## config.mk

```make
export PLATFORM = sky130hd
export DESIGN_NAME = kpk_top
export DESIGN_NICKNAME = d
export VERILOG_FILES = /design/src/logic/kpk_pkg.sv /design/src/logic/kpk_ser.sv /design/src/logic/kpk_top.sv
export SDC_FILE = /design/constraint.sdc
export NUM_CORES = 1
export LEC_CHECK = 0
export BUFFER_PORTS_ARGS = -buffer_cell sky130_fd_sc_hd__buf_2
export CORE_MARGIN = 5
export CORE_UTILIZATION = 35
export DETAILED_ROUTE_END_ITERATION = 8
export SLEW_MARGIN = 5
export SYNTH_ARGS = -nofsm -noshare
export SYNTH_HDL_FRONTEND = slang
export SYNTH_HIERARCHICAL = 1
export SYNTH_SLANG_ARGS = --single-unit
```

## constraint.sdc

```tcl
create_clock -name aclk -period 3.2 [get_ports aclk]
set_input_delay 0.48 -clock aclk [delete_from_list [all_inputs] [get_ports aclk]]
set_output_delay 0.48 -clock aclk [all_outputs]
set_load 0.005 [all_outputs]
```

## src/logic/kpk_pkg.sv

```systemverilog
// shared constants for the keyboard port and keying control block
package kpk_pkg;
    localparam int CLK_NS = 5;
    localparam int ACK_NS = 1183;
    localparam int ACK_CYC = (ACK_NS + CLK_NS - 1) / CLK_NS;
    localparam int OVS = 16;
    localparam int FRAME_BITS = 10;
    localparam logic [31:0] HOLD_DEF = 32'h0bEB_C200;
    localparam int AW = 8;
    localparam logic [AW-1:0] A_KBD = 8'h00;
    localparam logic [AW-1:0] A_CTRL = 8'h04;
    localparam logic [AW-1:0] A_STAT = 8'h08;
    localparam logic [AW-1:0] A_TXD = 8'h0c;
    localparam logic [AW-1:0] A_RXD = 8'h10;
    localparam logic [AW-1:0] A_HOLD = 8'h14;
    localparam int C_KEY = 0;
    localparam int C_CWID = 1;
    localparam int C_TXREQ = 2;
    localparam int C_ROUTE = 4;
    localparam int CTRL_W = 6;
    localparam logic [CTRL_W-1:0] CTRL_RST = 6'h00;
    localparam logic [1:0] RESP_OK = 2'h0;
    localparam logic [1:0] RESP_ERR = 2'h2;
    typedef enum logic [1:0] {
        KPK_ROUTE_CMD = 2'b00,
        KPK_ROUTE_TXBUF = 2'b01,
        KPK_ROUTE_MEM = 2'b10
    } kpk_route_e;
endpackage

```

## src/logic/kpk_ser.sv

```systemverilog
// byte serialiser and deserialiser at one sixteenth of their sampled clocks
`timescale 1ns/10ps
module kpk_ser
    import kpk_pkg::*;
#(
    parameter int DW = 8
)
(
    input  wire logic          aclk,
    input  wire logic          aresetn,
    input  wire logic          tx_clk_in,
    input  wire logic          rx_clk_in,
    input  wire logic          tx_load,
    input  wire logic [DW-1:0] tx_byte,
    input  wire logic          rxd,
    input  wire logic          rx_take,
    output logic               txd,
    output logic               tx_busy,
    output logic [DW-1:0]      rx_byte,
    output logic               rx_valid
);
    logic          txc_r;
    logic          rxc_r;
    logic [DW+1:0] tx_sh_r;
    logic [3:0]    tx_left_r;
    logic [3:0]    tx_div_r;
    logic          rx_act_r;
    logic [3:0]    rx_div_r;
    logic [3:0]    rx_cnt_r;
    logic [DW-1:0] rx_sh_r;
    logic          tx_edge;
    logic          rx_edge;

    assign tx_edge = tx_clk_in & ~txc_r;
    assign rx_edge = rx_clk_in & ~rxc_r;
    assign txd = tx_sh_r[0];
    assign tx_busy = (tx_left_r != 4'h0);

    always_ff @(posedge aclk)
    begin
        if (!aresetn)
        begin
            txc_r <= 1'b0;
            rxc_r <= 1'b0;
        end
        else
        begin
            txc_r <= tx_clk_in;
            rxc_r <= rx_clk_in;
        end
    end

    ////////////////////////////////////////////////////////////////////////
    // transmit: start, data lsb first, stop; each bit lasts 16 clock edges
    always_ff @(posedge aclk)
    begin
        if (!aresetn)
        begin
            tx_sh_r <= '1;
            tx_left_r <= 4'h0;
            tx_div_r <= 4'h0;
        end
        else if (tx_load && !tx_busy)
        begin
            tx_sh_r <= {1'b1, tx_byte, 1'b0};
            tx_left_r <= 4'(FRAME_BITS);
            tx_div_r <= 4'h0;
        end
        else if (tx_edge && tx_busy)
        begin
            if (tx_div_r == 4'(OVS - 1))
            begin
                tx_div_r <= 4'h0;
                tx_sh_r <= {1'b1, tx_sh_r[DW+1:1]};
                tx_left_r <= tx_left_r - 4'h1;
            end
            else
            begin
                tx_div_r <= tx_div_r + 4'h1;
            end
        end
    end

    ////////////////////////////////////////////////////////////////////////
    // receive: sample mid-bit; a high start sample or low stop drops the frame
    always_ff @(posedge aclk)
    begin
        if (!aresetn)
        begin
            rx_act_r <= 1'b0;
            rx_div_r <= 4'h0;
            rx_cnt_r <= 4'h0;
            rx_sh_r <= '0;
            rx_byte <= '0;
            rx_valid <= 1'b0;
        end
        else
        begin
            if (rx_take)
                rx_valid <= 1'b0;
            if (rx_edge && !rx_act_r && !rxd)
            begin
                rx_act_r <= 1'b1;
                rx_div_r <= 4'h1;
                rx_cnt_r <= 4'h0;
            end
            else if (rx_edge && rx_act_r)
            begin
                rx_div_r <= rx_div_r + 4'h1;
                if (rx_div_r == 4'(OVS / 2 - 1))
                begin
                    rx_cnt_r <= rx_cnt_r + 4'h1;
                    if (rx_cnt_r == 4'h0 && rxd)
                        rx_act_r <= 1'b0;
                    else if (rx_cnt_r == 4'(DW + 1))
                    begin
                        rx_act_r <= 1'b0;
                        if (rxd)
                        begin
                            rx_byte <= rx_sh_r;
                            rx_valid <= 1'b1;
                        end
                    end
                    else if (rx_cnt_r != 4'h0)
                        rx_sh_r <= {rxd, rx_sh_r[DW-1:1]};
                end
            end
        end
    end
endmodule

```

## src/logic/kpk_top.sv

```systemverilog
// keyboard port, cw keying, rtty serial and transmit/receive control
// Behaviour
// - active-low strobe after data setup becomes one internal strobe pulse
// - strobe pulse drives the keyboard interrupt request low
// - reading the keyboard data returns the interrupt request high
// - a keyboard data read emits a 1.183 us active-low acknowledge pulse
// - a route field (command, transmit buffer or memory) is held in the control register but routes nothing
// - cw keying bit changes in step with the sampled speed clock
// - keying switches conduct while the cw keying bit is high
// - cw_identification bit follows cw keying in rtty, forcing fsk to space
// - written bytes sent serially at 1/16 of transmit clock to fsk outputs
// - fsk signal deserialised at 1/16 of receive clock into bytes
// - active hand key lights led, opens monitor gate, turns on keying
// - hand key sets transmit control and reloads the hold timer
// - hold timer expiry returns the transmitter to receive
// - rtty mode input low forces the cw decoder gate low
// - gated cw decoder is readable and drives led and tone gate
// - fsk output selects demodulated or transmit signal by board controls
// - in send the switch shorts remote line; else control switch drives it
// - send and receive switch inputs govern the transmit control switch
// - register transfers complete only on a valid qualified bus cycle
`timescale 1ns/10ps
module kpk_top
    import kpk_pkg::*;
#(
    parameter logic [31:0] HOLD_TICKS = HOLD_DEF,
    parameter int          ACK_CYCLES = ACK_CYC
)
(
    input  wire logic          aclk,
    input  wire logic          aresetn,
    input  wire logic [AW-1:0] s_axi_awaddr,
    input  wire logic          s_axi_awvalid,
    output logic               s_axi_awready,
    input  wire logic [31:0]   s_axi_wdata,
    input  wire logic [3:0]    s_axi_wstrb,
    input  wire logic          s_axi_wvalid,
    output logic               s_axi_wready,
    output logic [1:0]         s_axi_bresp,
    output logic               s_axi_bvalid,
    input  wire logic          s_axi_bready,
    input  wire logic [AW-1:0] s_axi_araddr,
    input  wire logic          s_axi_arvalid,
    output logic               s_axi_arready,
    output logic [31:0]        s_axi_rdata,
    output logic [1:0]         s_axi_rresp,
    output logic               s_axi_rvalid,
    input  wire logic          s_axi_rready,
    input  wire logic [7:0]    keyboard_data,
    input  wire logic          kbd_strobe_n,
    output logic               keyboard_irq_n,
    output logic               read_ack_pulse_out_n,
    input  wire logic          speed_clk_in,
    input  wire logic          hand_key,
    input  wire logic          cw_decoder_in,
    input  wire logic          mode_cw,
    input  wire logic          send_sw_n,
    input  wire logic          recv_sw_n,
    input  wire logic          send_select_ctrl,
    input  wire logic          input_source_select,
    input  wire logic          demod_in,
    input  wire logic          tx_clk_in,
    input  wire logic          rx_clk_in,
    output logic               cw_keying_line,
    output logic               keying_switch_a,
    output logic               keying_switch_b,
    output logic               cw_identification,
    output logic               fsk_keying_switch,
    output logic               fsk_ttl_out,
    output logic               cw_monitor_led,
    output logic               monitor_osc_gate,
    output logic               cw_decoder_gate,
    output logic               tx_rx_control_switch,
    output logic               tx_rx_remote_line,
    output logic               fsk_out
);
    logic              stb_q_r;
    logic              stb_pulse_r;
    logic [7:0]        kbd_data_r;
    logic              irq_r;
    logic [8:0]        ack_cnt_r;
    logic              ack_n_r;
    logic [CTRL_W-1:0] ctrl_r;
    logic [31:0]       hold_r;
    logic [31:0]       hold_cnt_r;
    logic              spd_q_r;
    logic              cw_key_r;
    logic              key_q_r;
    logic              bvalid_r;
    logic              rvalid_r;
    logic              wr_go;
    logic              rd_go;
    logic              wr_ok;
    logic              rd_ok;
    logic              kbd_rd;
    logic              rx_rd;
    logic              tx_wr;
    logic              key_rise;
    logic              dec_g;
    logic              txd;
    logic              tx_busy;
    logic [7:0]        rx_byte;
    logic              rx_valid;
    logic              tx_on;
    logic [31:0]       rd_val;

    ////////////////////////////////////////////////////////////////////////
    // register bus slave: write address and data are taken together
    // qualified transfer
    assign wr_go = s_axi_awvalid & s_axi_wvalid & ~bvalid_r;
    assign rd_go = s_axi_arvalid & ~rvalid_r;
    assign s_axi_awready = wr_go;
    assign s_axi_wready = wr_go;
    assign s_axi_arready = rd_go;
    assign s_axi_bvalid = bvalid_r;
    assign s_axi_rvalid = rvalid_r;
    assign wr_ok = (s_axi_awaddr == A_CTRL) || (s_axi_awaddr == A_TXD)
                || (s_axi_awaddr == A_HOLD);
    assign rd_ok = (s_axi_araddr <= A_HOLD) && (s_axi_araddr[1:0] == 2'h0);
    assign kbd_rd = rd_go && (s_axi_araddr == A_KBD);
    assign rx_rd = rd_go && (s_axi_araddr == A_RXD);
    assign tx_wr = wr_go && (s_axi_awaddr == A_TXD) && s_axi_wstrb[0];

    always_ff @(posedge aclk)
    begin
        if (!aresetn)
        begin
            bvalid_r <= 1'b0;
            s_axi_bresp <= RESP_OK;
        end
        else if (wr_go)
        begin
            bvalid_r <= 1'b1;
            s_axi_bresp <= wr_ok ? RESP_OK : RESP_ERR;
        end
        else if (s_axi_bready)
            bvalid_r <= 1'b0;
    end

    always_comb
    begin
        rd_val = '0;
        unique case (s_axi_araddr)
            A_KBD:  rd_val = {24'h00_0000, kbd_data_r};
            A_CTRL: rd_val = {26'h000_0000, ctrl_r};
            A_STAT: rd_val = {22'h00_0000, recv_sw_n, send_sw_n, rx_valid,
                              tx_busy, tx_on, dec_g, hand_key, mode_cw,
                              spd_q_r, irq_r};
            A_RXD:  rd_val = {24'h00_0000, rx_byte};
            A_HOLD: rd_val = hold_r;
            default: rd_val = '0;
        endcase
    end

    always_ff @(posedge aclk)
    begin
        if (!aresetn)
        begin
            rvalid_r <= 1'b0;
            s_axi_rdata <= 32'h0000_0000;
            s_axi_rresp <= RESP_OK;
        end
        else if (rd_go)
        begin
            rvalid_r <= 1'b1;
            s_axi_rdata <= rd_val;
            s_axi_rresp <= rd_ok ? RESP_OK : RESP_ERR;
        end
        else if (s_axi_rready)
            rvalid_r <= 1'b0;
    end

    always_ff @(posedge aclk)
    begin
        if (!aresetn)
        begin
            ctrl_r <= CTRL_RST;
            hold_r <= HOLD_TICKS;
        end
        else if (wr_go)
        begin
            if (s_axi_awaddr == A_CTRL && s_axi_wstrb[0])
                ctrl_r <= s_axi_wdata[CTRL_W-1:0];
            if (s_axi_awaddr == A_HOLD)
                for (int b = 0; b < 4; b++)
                    if (s_axi_wstrb[b])
                        hold_r[8*b +: 8] <= s_axi_wdata[8*b +: 8];
        end
    end

    ////////////////////////////////////////////////////////////////////////
    // keyboard port
    // strobe shaping
    always_ff @(posedge aclk)
    begin
        if (!aresetn)
        begin
            stb_q_r <= 1'b1;
            stb_pulse_r <= 1'b0;
        end
        else
        begin
            stb_q_r <= kbd_strobe_n;
            stb_pulse_r <= stb_q_r & ~kbd_strobe_n;
        end
    end

    always_ff @(posedge aclk)
    begin
        if (!aresetn)
            kbd_data_r <= 8'h00;
        else if (stb_pulse_r)
            kbd_data_r <= keyboard_data;
    end

    // request on strobe, set wins over clear
    always_ff @(posedge aclk)
    begin
        if (!aresetn)
            irq_r <= 1'b0;
        else if (stb_pulse_r)
            irq_r <= 1'b1;
        else if (kbd_rd)
            irq_r <= 1'b0;
    end
    assign keyboard_irq_n = ~irq_r;

    always_ff @(posedge aclk)
    begin
        if (!aresetn)
        begin
            ack_cnt_r <= 9'h000;
            ack_n_r <= 1'b1;
        end
        else if (kbd_rd)
        begin
            ack_cnt_r <= 9'(ACK_CYCLES - 1);
            ack_n_r <= 1'b0;
        end
        else if (ack_cnt_r != 9'h000)
            ack_cnt_r <= ack_cnt_r - 9'h001;
        else
            ack_n_r <= 1'b1;
    end
    assign read_ack_pulse_out_n = ack_n_r;

    ////////////////////////////////////////////////////////////////////////
    // cw keying and monitor
    // key bit follows request on speed clock rise
    always_ff @(posedge aclk)
    begin
        if (!aresetn)
        begin
            spd_q_r <= 1'b0;
            cw_key_r <= 1'b0;
        end
        else
        begin
            spd_q_r <= speed_clk_in;
            if (speed_clk_in && !spd_q_r)
                cw_key_r <= ctrl_r[C_KEY];
        end
    end

    assign dec_g = cw_decoder_in & mode_cw;
    assign cw_decoder_gate = mode_cw;
    assign keying_switch_a = cw_key_r | hand_key;
    assign keying_switch_b = cw_key_r | hand_key;
    assign cw_keying_line = cw_key_r | hand_key;
    assign cw_monitor_led = cw_key_r | hand_key | dec_g;
    assign monitor_osc_gate = cw_key_r | hand_key | dec_g;
    assign cw_identification = cw_key_r & ctrl_r[C_CWID];
    // serial output keys fsk, held at space by identification
    assign fsk_ttl_out = txd & ~cw_identification;
    assign fsk_keying_switch = txd & ~cw_identification;
    assign fsk_out = (send_select_ctrl & ~input_source_select) ? txd : demod_in;

    kpk_ser u_ser (
        .aclk      (aclk),
        .aresetn   (aresetn),
        .tx_clk_in (tx_clk_in),
        .rx_clk_in (rx_clk_in),
        .tx_load   (tx_wr),
        .tx_byte   (s_axi_wdata[7:0]),
        .rxd       (fsk_out),
        .rx_take   (rx_rd),
        .txd       (txd),
        .tx_busy   (tx_busy),
        .rx_byte   (rx_byte),
        .rx_valid  (rx_valid)
    );

    ////////////////////////////////////////////////////////////////////////
    // transmit/receive hold timer
    assign key_rise = hand_key & ~key_q_r;
    always_ff @(posedge aclk)
    begin
        if (!aresetn)
        begin
            key_q_r <= 1'b0;
            hold_cnt_r <= 32'h0000_0000;
        end
        else
        begin
            key_q_r <= hand_key;
            if (key_rise || hand_key)
                hold_cnt_r <= hold_r;
            else if (hold_cnt_r != 32'h0000_0000)
                hold_cnt_r <= hold_cnt_r - 32'h0000_0001;
        end
    end

    // receive switch forces receive, send switch forces transmit
    assign tx_on = recv_sw_n & (~send_sw_n | ctrl_r[C_TXREQ]
                 | (hold_cnt_r != 32'h0000_0000));
    assign tx_rx_control_switch = tx_on;
    // remote line left to the switch in send
    assign tx_rx_remote_line = send_sw_n & tx_on;

    ////////////////////////////////////////////////////////////////////////
    AST_ACK_WIDTH: assert property (@(posedge aclk) disable iff (!aresetn)
        $rose(ack_cnt_r != 9'h000) |-> !ack_n_r [*8])
        else $error("ack pulse too short");
    AST_IRQ_SET: assert property (@(posedge aclk) disable iff (!aresetn)
        stb_pulse_r |=> !keyboard_irq_n)
        else $error("strobe did not raise request");
    AST_IRQ_CLR: assert property (@(posedge aclk) disable iff (!aresetn)
        kbd_rd && !stb_pulse_r |=> keyboard_irq_n ##0 !read_ack_pulse_out_n)
        else $error("read did not clear request");
    AST_ONE_PULSE: assert property (@(posedge aclk) disable iff (!aresetn)
        stb_pulse_r |=> !stb_pulse_r)
        else $error("strobe pulse too wide");
    AST_KEY_STEP: assert property (@(posedge aclk) disable iff (!aresetn)
        $changed(cw_key_r) |-> $past(speed_clk_in) && !$past(spd_q_r))
        else $error("keying moved off speed clock");
    AST_CWID: assert property (@(posedge aclk) disable iff (!aresetn)
        cw_identification |-> cw_keying_line && !fsk_ttl_out)
        else $error("identification not forcing space");
    AST_GATE: assert property (@(posedge aclk) disable iff (!aresetn)
        !mode_cw |-> !cw_decoder_gate && !dec_g)
        else $error("decoder not gated in rtty");
    AST_HOLD: assert property (@(posedge aclk) disable iff (!aresetn)
        key_rise |=> hold_cnt_r == hold_r)
        else $error("hold timer not reloaded");
    AST_RECV: assert property (@(posedge aclk) disable iff (!aresetn)
        !recv_sw_n |-> !tx_rx_control_switch && !tx_rx_remote_line)
        else $error("receive switch ignored");
endmodule

```

==> After elaboration in Yosys (flattened, before gate mapping) <==
Cells that the tools add are included.
{ "op_classes": {"add_sub_neg": 6, "order_cmp": 1, "n_eq_ne": 11, "n_mux": 37, "bitwise": 31, "reduce_logical": 51} }
{ "op_table": {"columns": ["operator", "n"], "rows": [
  ["$pmux W32 S5", 1],
  ["$mux W32", 2],
  ["$reduce_bool A32 Y1", 1],
  ["$sub A32 B1 Y32 const B", 1],
  ["$mux W9", 3],
  ["$eq A8 B5 Y1 const B", 3],
  ["$mux W1", 23],
  ["$reduce_bool A2 Y1", 9],
  ["$eq A8 B3 Y1 const B", 2],
  ["$eq A8 B4 Y1 const B", 2],
  ["$mux W4", 4],
  ["$mux W8", 2],
  ["$reduce_and A3 Y1", 5],
  ["$not A1 Y1", 14],
  ["$and A1 B1 Y1", 13],
  ["$logic_and A1 B1 Y1", 13],
  ["$add A4 B1 Y4 const B", 3],
  ["$reduce_and A6 Y1", 2],
  ["$reduce_bool A9 Y1", 1],
  ["$sub A9 B1 Y9 const B", 1],
  ["$eq A4 B4 Y1 const B", 2],
  ["$le A8 B5 Y1 const B", 1],
  ["$logic_not A8 Y1", 1],
  ["$reduce_and A2 Y1", 4],
  ["other kinds (12)", 24]
]} }
{ "word_totals": {"reg_bits": 177, "in_bits": 79, "output_inout_bits": 55, "elab_cells": 171} }

==> Depth between registers and ports, before layout <==
{ "logic_depth": {"ltp_word": 10, "depth_mapped": 8, "ltp_nobuf": 7} }

==> By module <==
Netlist, hierarchy kept.
{ "modules_own_cells": {"columns": ["mod", "instances", "cells_per_inst", "area_each_um2", "seq_area_each_um2"], "rows": [
  ["kpk_top", 1, 705, 5845.6, 2582.5],
  ["kpk_ser", 1, 210, 2009.4, 900.9]
]} }

==> Worst setup path before layout <==
No wires, ideal clock.
{ "synth_timing": {"kind": "input port to flip-flop", "start": "in s_axi_awaddr[5]", "end": "reg u_ser.tx_left_r[2]", "t_arrival_ns": 2.143, "required_ns": 3.084, "slack_ns": 0.940, "cell_stages": 7, "n_path_buf": 0, "cell_sequence": "or4b_2 -> nor3_1 -> and4b_1 -> nand4bb_1 -> nand2_1 -> nor2_1 -> a31o_2"} }
{ "synth_via": {"elab_chain_len": 5} }
{ "synth_rtl": {"columns": ["element", "line", "text"], "rows": [
  ["start, declared", "kpk_top.sv:32", "input wire logic [AW-1:0] s_axi_awaddr,"],
  ["$eq A8 B4 Y1", "kpk_top.sv:122", "assign tx_wr = wr_go && (s_axi_awaddr == A_TXD) && s_axi_wstrb[0];"],
  ["$logic_and A1 B1 Y1 (2 in a row)", "kpk_top.sv:122", null],
  ["via tx_wr", "kpk_top.sv:97", "logic tx_wr;"],
  ["$logic_and A1 B1 Y1", "kpk_ser.sv:63", "else if (tx_load && !tx_busy)"],
  ["$reduce_or A2 Y1 (no source line)", null, null],
  ["end signal, assigned", "kpk_ser.sv:66", "tx_left_r <= 4'(FRAME_BITS);"],
  ["end signal, assigned", "kpk_ser.sv:75", "tx_left_r <= tx_left_r - 4'h1;"],
  ["end, declared", "kpk_ser.sv:25", "logic [3:0] tx_left_r;"]
]} }
The timed path passes the listed nets, and every way through them passes these cells.
A chain may end at the register's enable or synchronous reset.

==> Worst setup path after layout <==
{ "layout_timing": {"start": "reg hold_cnt_r[20]", "end": "out tx_rx_control_switch"} }
{ "layout_via": {"elab_chain_len": 3} }
{ "layout_rtl": {"columns": ["element", "line", "text"], "rows": [
  ["start, declared", "kpk_top.sv:85", "logic [31:0] hold_cnt_r;"],
  ["start signal, assigned", "kpk_top.sv:307", "hold_cnt_r <= hold_r;"],
  ["start signal, assigned", "kpk_top.sv:309", "hold_cnt_r <= hold_cnt_r - 32'h0000_0001;"],
  ["$reduce_bool A32 Y1", "kpk_top.sv:315", "| (hold_cnt_r != 32'h0000_0000));"],
  ["$or A1 B1 Y1", "kpk_top.sv:315", null],
  ["$and A1 B1 Y1", "kpk_top.sv:314", "assign tx_on = recv_sw_n & (~send_sw_n | ctrl_r[C_TXREQ]"],
  ["end, declared", "kpk_top.sv:73", "output logic tx_rx_control_switch,"]
]} }
Every way passes these cells.

==> metrics <==
status=finished, final reports clean; HP Class=in -> reg; Crit path required time=2.72 ns; syn_area_per_cell=8.58 um2; clk_lat worst skew=0.43 ns; Max Clk Rate=329 MHz; maximum vdd ir drop=0.343 mV; final non-filler cell total=1314; I/O pins=134; sequential element share of the synthesized area=0.443; Post-CTS Resized=0; Min-Delay Endpoint=stb_q_r$_SDFF_PN1_; Hold Vio Cnt, Final=0; max-cap viol count=0; total power=0.00493 W; Worst setup EP type=output port; DP Worst Slack=0.579 ns; Die ar.=25500 um2; Starting Density=0.358; P_leak=3.62 nW; Std-Cell Rows=54; clock sinks=174; placed wire-length estimate=15700 um; final period utilization=0.950; Max FO, Critical Path=7; final setup vio count=0; Async SR Flop Fraction=0; crit path kind=reg -> out; flop2flop setup slack=0.72 ns; synthesized cell area=7860 um2; DIE WIDTH=160 um; RSZ-0062 raised after global routing=false; largest net degree at the start of global routing=77; NumNets Final=1110; FF+latch count, synth=174; Setup crit start kind=flip-flop; cell area power density=531 nW/um2; Sum Neg Setup Slack=0 ns; Total Routed Length=21800 um; source of the critical timing path=hold_cnt_r[20]$_SDFFE_PN0P_; Reg power frac=0.470; GR Util All Layers=0.170; TritonCTS clock tree=built; CTS H-tree depth=4; Cells after Synth=915; worst reg2reg path endpoint=hold_cnt_r[1]$_SDFFE_PN0P_; min cycle time layout=3.04 ns; part of the power in the clock network=0.404; Residual DRC=0; Data arrival, critical path=2.56 ns; placed insts=1282; ys flop type=dfxtp_1; Max-slew headroom=0.405; core footprint=22000 um2; Vias/cell=5.20; worst setup margin=0.160 ns; Max Buffers Root-to-Sink=2; Post-CTS Setup Inserts=0; CTS clock-pin slew for the worst setup and hold paths=0.07 ns; total gr overflow=0; crit-path cells=nor4_1 > nand4b_1 > nor3b_2 > a31oi_1 > buf_2; initial antenna violation count=3; crit-path max cell delay=0.59 ns; clk_skew=0.0107 ns; Worst path slowest cell=nor4_1; layout cells sized above 1=0.204; Worst Reg-to-Reg Cells=6; vias in the first global route=6705; drt pass-1 iters=5; routed len/inst=16.6 um; WHS Path Cells=2; first-pass GRT wire length=35400 um; FF-to-FF Start=hold_cnt_r[20]$_SDFFE_PN0P_; total CTS buffers=17; Hold Path Origin=kbd_strobe_n; Post-synth EDFFs=0; synth unique cells=79; Die Y=160 um; clock root buffer=clkbuf_16; number of port buffers=131; Sw Ratio=0.280; Max Slew Vio Count=0; Warnings, synthesis=6; hold_buf cts=0; sw power=0.00138 W; vias post-DR=6834; Detail Route Antenna Nets=0; routability cong.=0.845; Comb power frac=0.126; Layout area overhead=18.0%; Internal Power=0.00355 W; Worst Tran Pin Value=0.892 ns; initial drt markers=362
state kept, by name (all words and copies together), names as in the netlist, 4 cells and up:
name,count
u_ser/rx_byte,8
ack_cnt_r,9
hold_r,32
u_ser/tx_sh_r,9
kbd_data_r,8
ctrl_r,6
s_axi_rdata,32
u_ser/rx_sh_r,8
u_ser/tx_div_r,4
u_ser/tx_left_r,4
u_ser/rx_div_r,4
u_ser/rx_cnt_r,4
hold_cnt_r,32
layout by cell type, fill, tap and decap left out, types with 4 or more instances in the layout:
cell	count
clkbuf_16	17
nor4_1	10
inv_6	4
nand3_1	89
a21oi_1	80
a31oi_1	6
ha_1	10
xor2_1	10
o31ai_1	6
nand2_1	117
nand3b_1	5
and2_1	8
xnor2_1	22
nor4_2	4
nand2b_1	9
buf_2	131
inv_1	16
dfxtp_1	174
a211o_1	4
or2_2	6
a21boi_0	4
or4_1	10
or3_1	9
mux2i_1	46
o21ai_0	47
a221oi_1	5
buf_4	14
clkinvlp_4	4
nor2_1	62
nor2b_1	13
nor3_1	16
area by class of cell:
class                           count  area [um2]
Antenna cell                        1        2.50
Clock buffer                       18         439
Clock inverter                     13         124
Fill cell                        2207       12700
Inverter                           18        67.6
Multi-Input combinational cell    665        4040
Sequential cell                   174        3480
Tap cell                          280         350
Timing Repair Buffer              145         761
synthesized netlist by cell type, types with 8 or more instances:
| master | n | share of area |
|---|---|---|
| and2_1 | 8 | 0.0064 |
| clkbuf_1 | 39 | 0.019 |
| inv_1 | 17 | 0.0081 |
| nand2_1 | 117 | 0.056 |
| buf_4 | 8 | 0.0076 |
| nor3_1 | 16 | 0.010 |
| nand2b_1 | 9 | 0.0072 |
| or4_1 | 10 | 0.0096 |
| nor4_1 | 11 | 0.0088 |
| or3_1 | 9 | 0.0072 |
| nor2_1 | 62 | 0.030 |
| xnor2_1 | 22 | 0.025 |
| nand3_1 | 89 | 0.057 |
| nor2b_1 | 13 | 0.010 |
| mux2i_1 | 46 | 0.059 |
| dfxtp_1 | 174 | 0.44 |
| a21oi_1 | 80 | 0.051 |
| xor2_1 | 10 | 0.011 |
| o21ai_0 | 47 | 0.030 |
| ha_1 | 10 | 0.016 |
how the worst max path moves through the flow:
| stage | end | slack, ns | cells after the start |
|---|---|---|---|
| detailed placement | u_ser/tx_sh_r[7]$_SDFFE_PN1P_ | 0.58 | 8 |
| global route | tx_rx_remote_line | 0.003 | 5 |
| CTS | tx_rx_control_switch | 0.17 | 5 |
| global placement | hold_r[18]$_SDFFE_PN0P_ | 0.61 | 7 |
| floorplan | u_ser/tx_left_r[2]$_SDFFE_PP0P_ | 0.94 | 7 |
| finish | tx_rx_control_switch | 0.16 | 5 |
cell families (layout without fill, tap and decap cells):
group                    after synthesis  after routing  share of synthesized area
AO/OA/AOI/OAI                        183            183                      0.141
XOR/XNOR                              32             32                     0.0357
adder cells (fa/ha/maj)               10             10                     0.0159
buffers and inverters                 77            194                     0.0440
flip-flops                           174            174                      0.443
multiplexers                          47             47                     0.0601
other                                  1              3                   0.000477
AND/OR/NAND/NOR                      391            391                      0.260
critical path: cells and delay by family, from the launching register on:
| kind | cells | cell delay (ns) |
|---|---|---|
| flops | 1 | 0.36 |
| buf+inv | 1 | 0.15 |
| compound gates | 1 | 0.15 |
| simple gates | 3 | 1.47 |
power groups by stage:
stage          Clock, W  Sequential (W)  Combinational [W]
3_3_place_gp          0         0.00236           0.000612
4_1_cts         0.00204         0.00231           0.000626
3_5_place_dp          0         0.00236           0.000621
2_1_floorplan         0         0.00235           0.000458
6_report        0.00199         0.00231           0.000621
5_1_grt         0.00212         0.00233           0.000693
through the flow:
stage	hold WS [ns]	utilization	cell area, um2
final	0.262	0.422	9270
after global routing	0.262	0.422	9270
after CTS	0.249	0.422	9270
after detailed placement	0.402	0.396	8700
after global placement	0.398	0.396	8700
after floorplan	0.394	-	7860
metal layers:
metal,GRT usage,wire [um]
met1,0.216,9830
met2,0.287,10600
met3,0.0448,1040
met4,0.0430,282
met5,0,27
No activity file was read; power rests on OpenSTA's default activity.
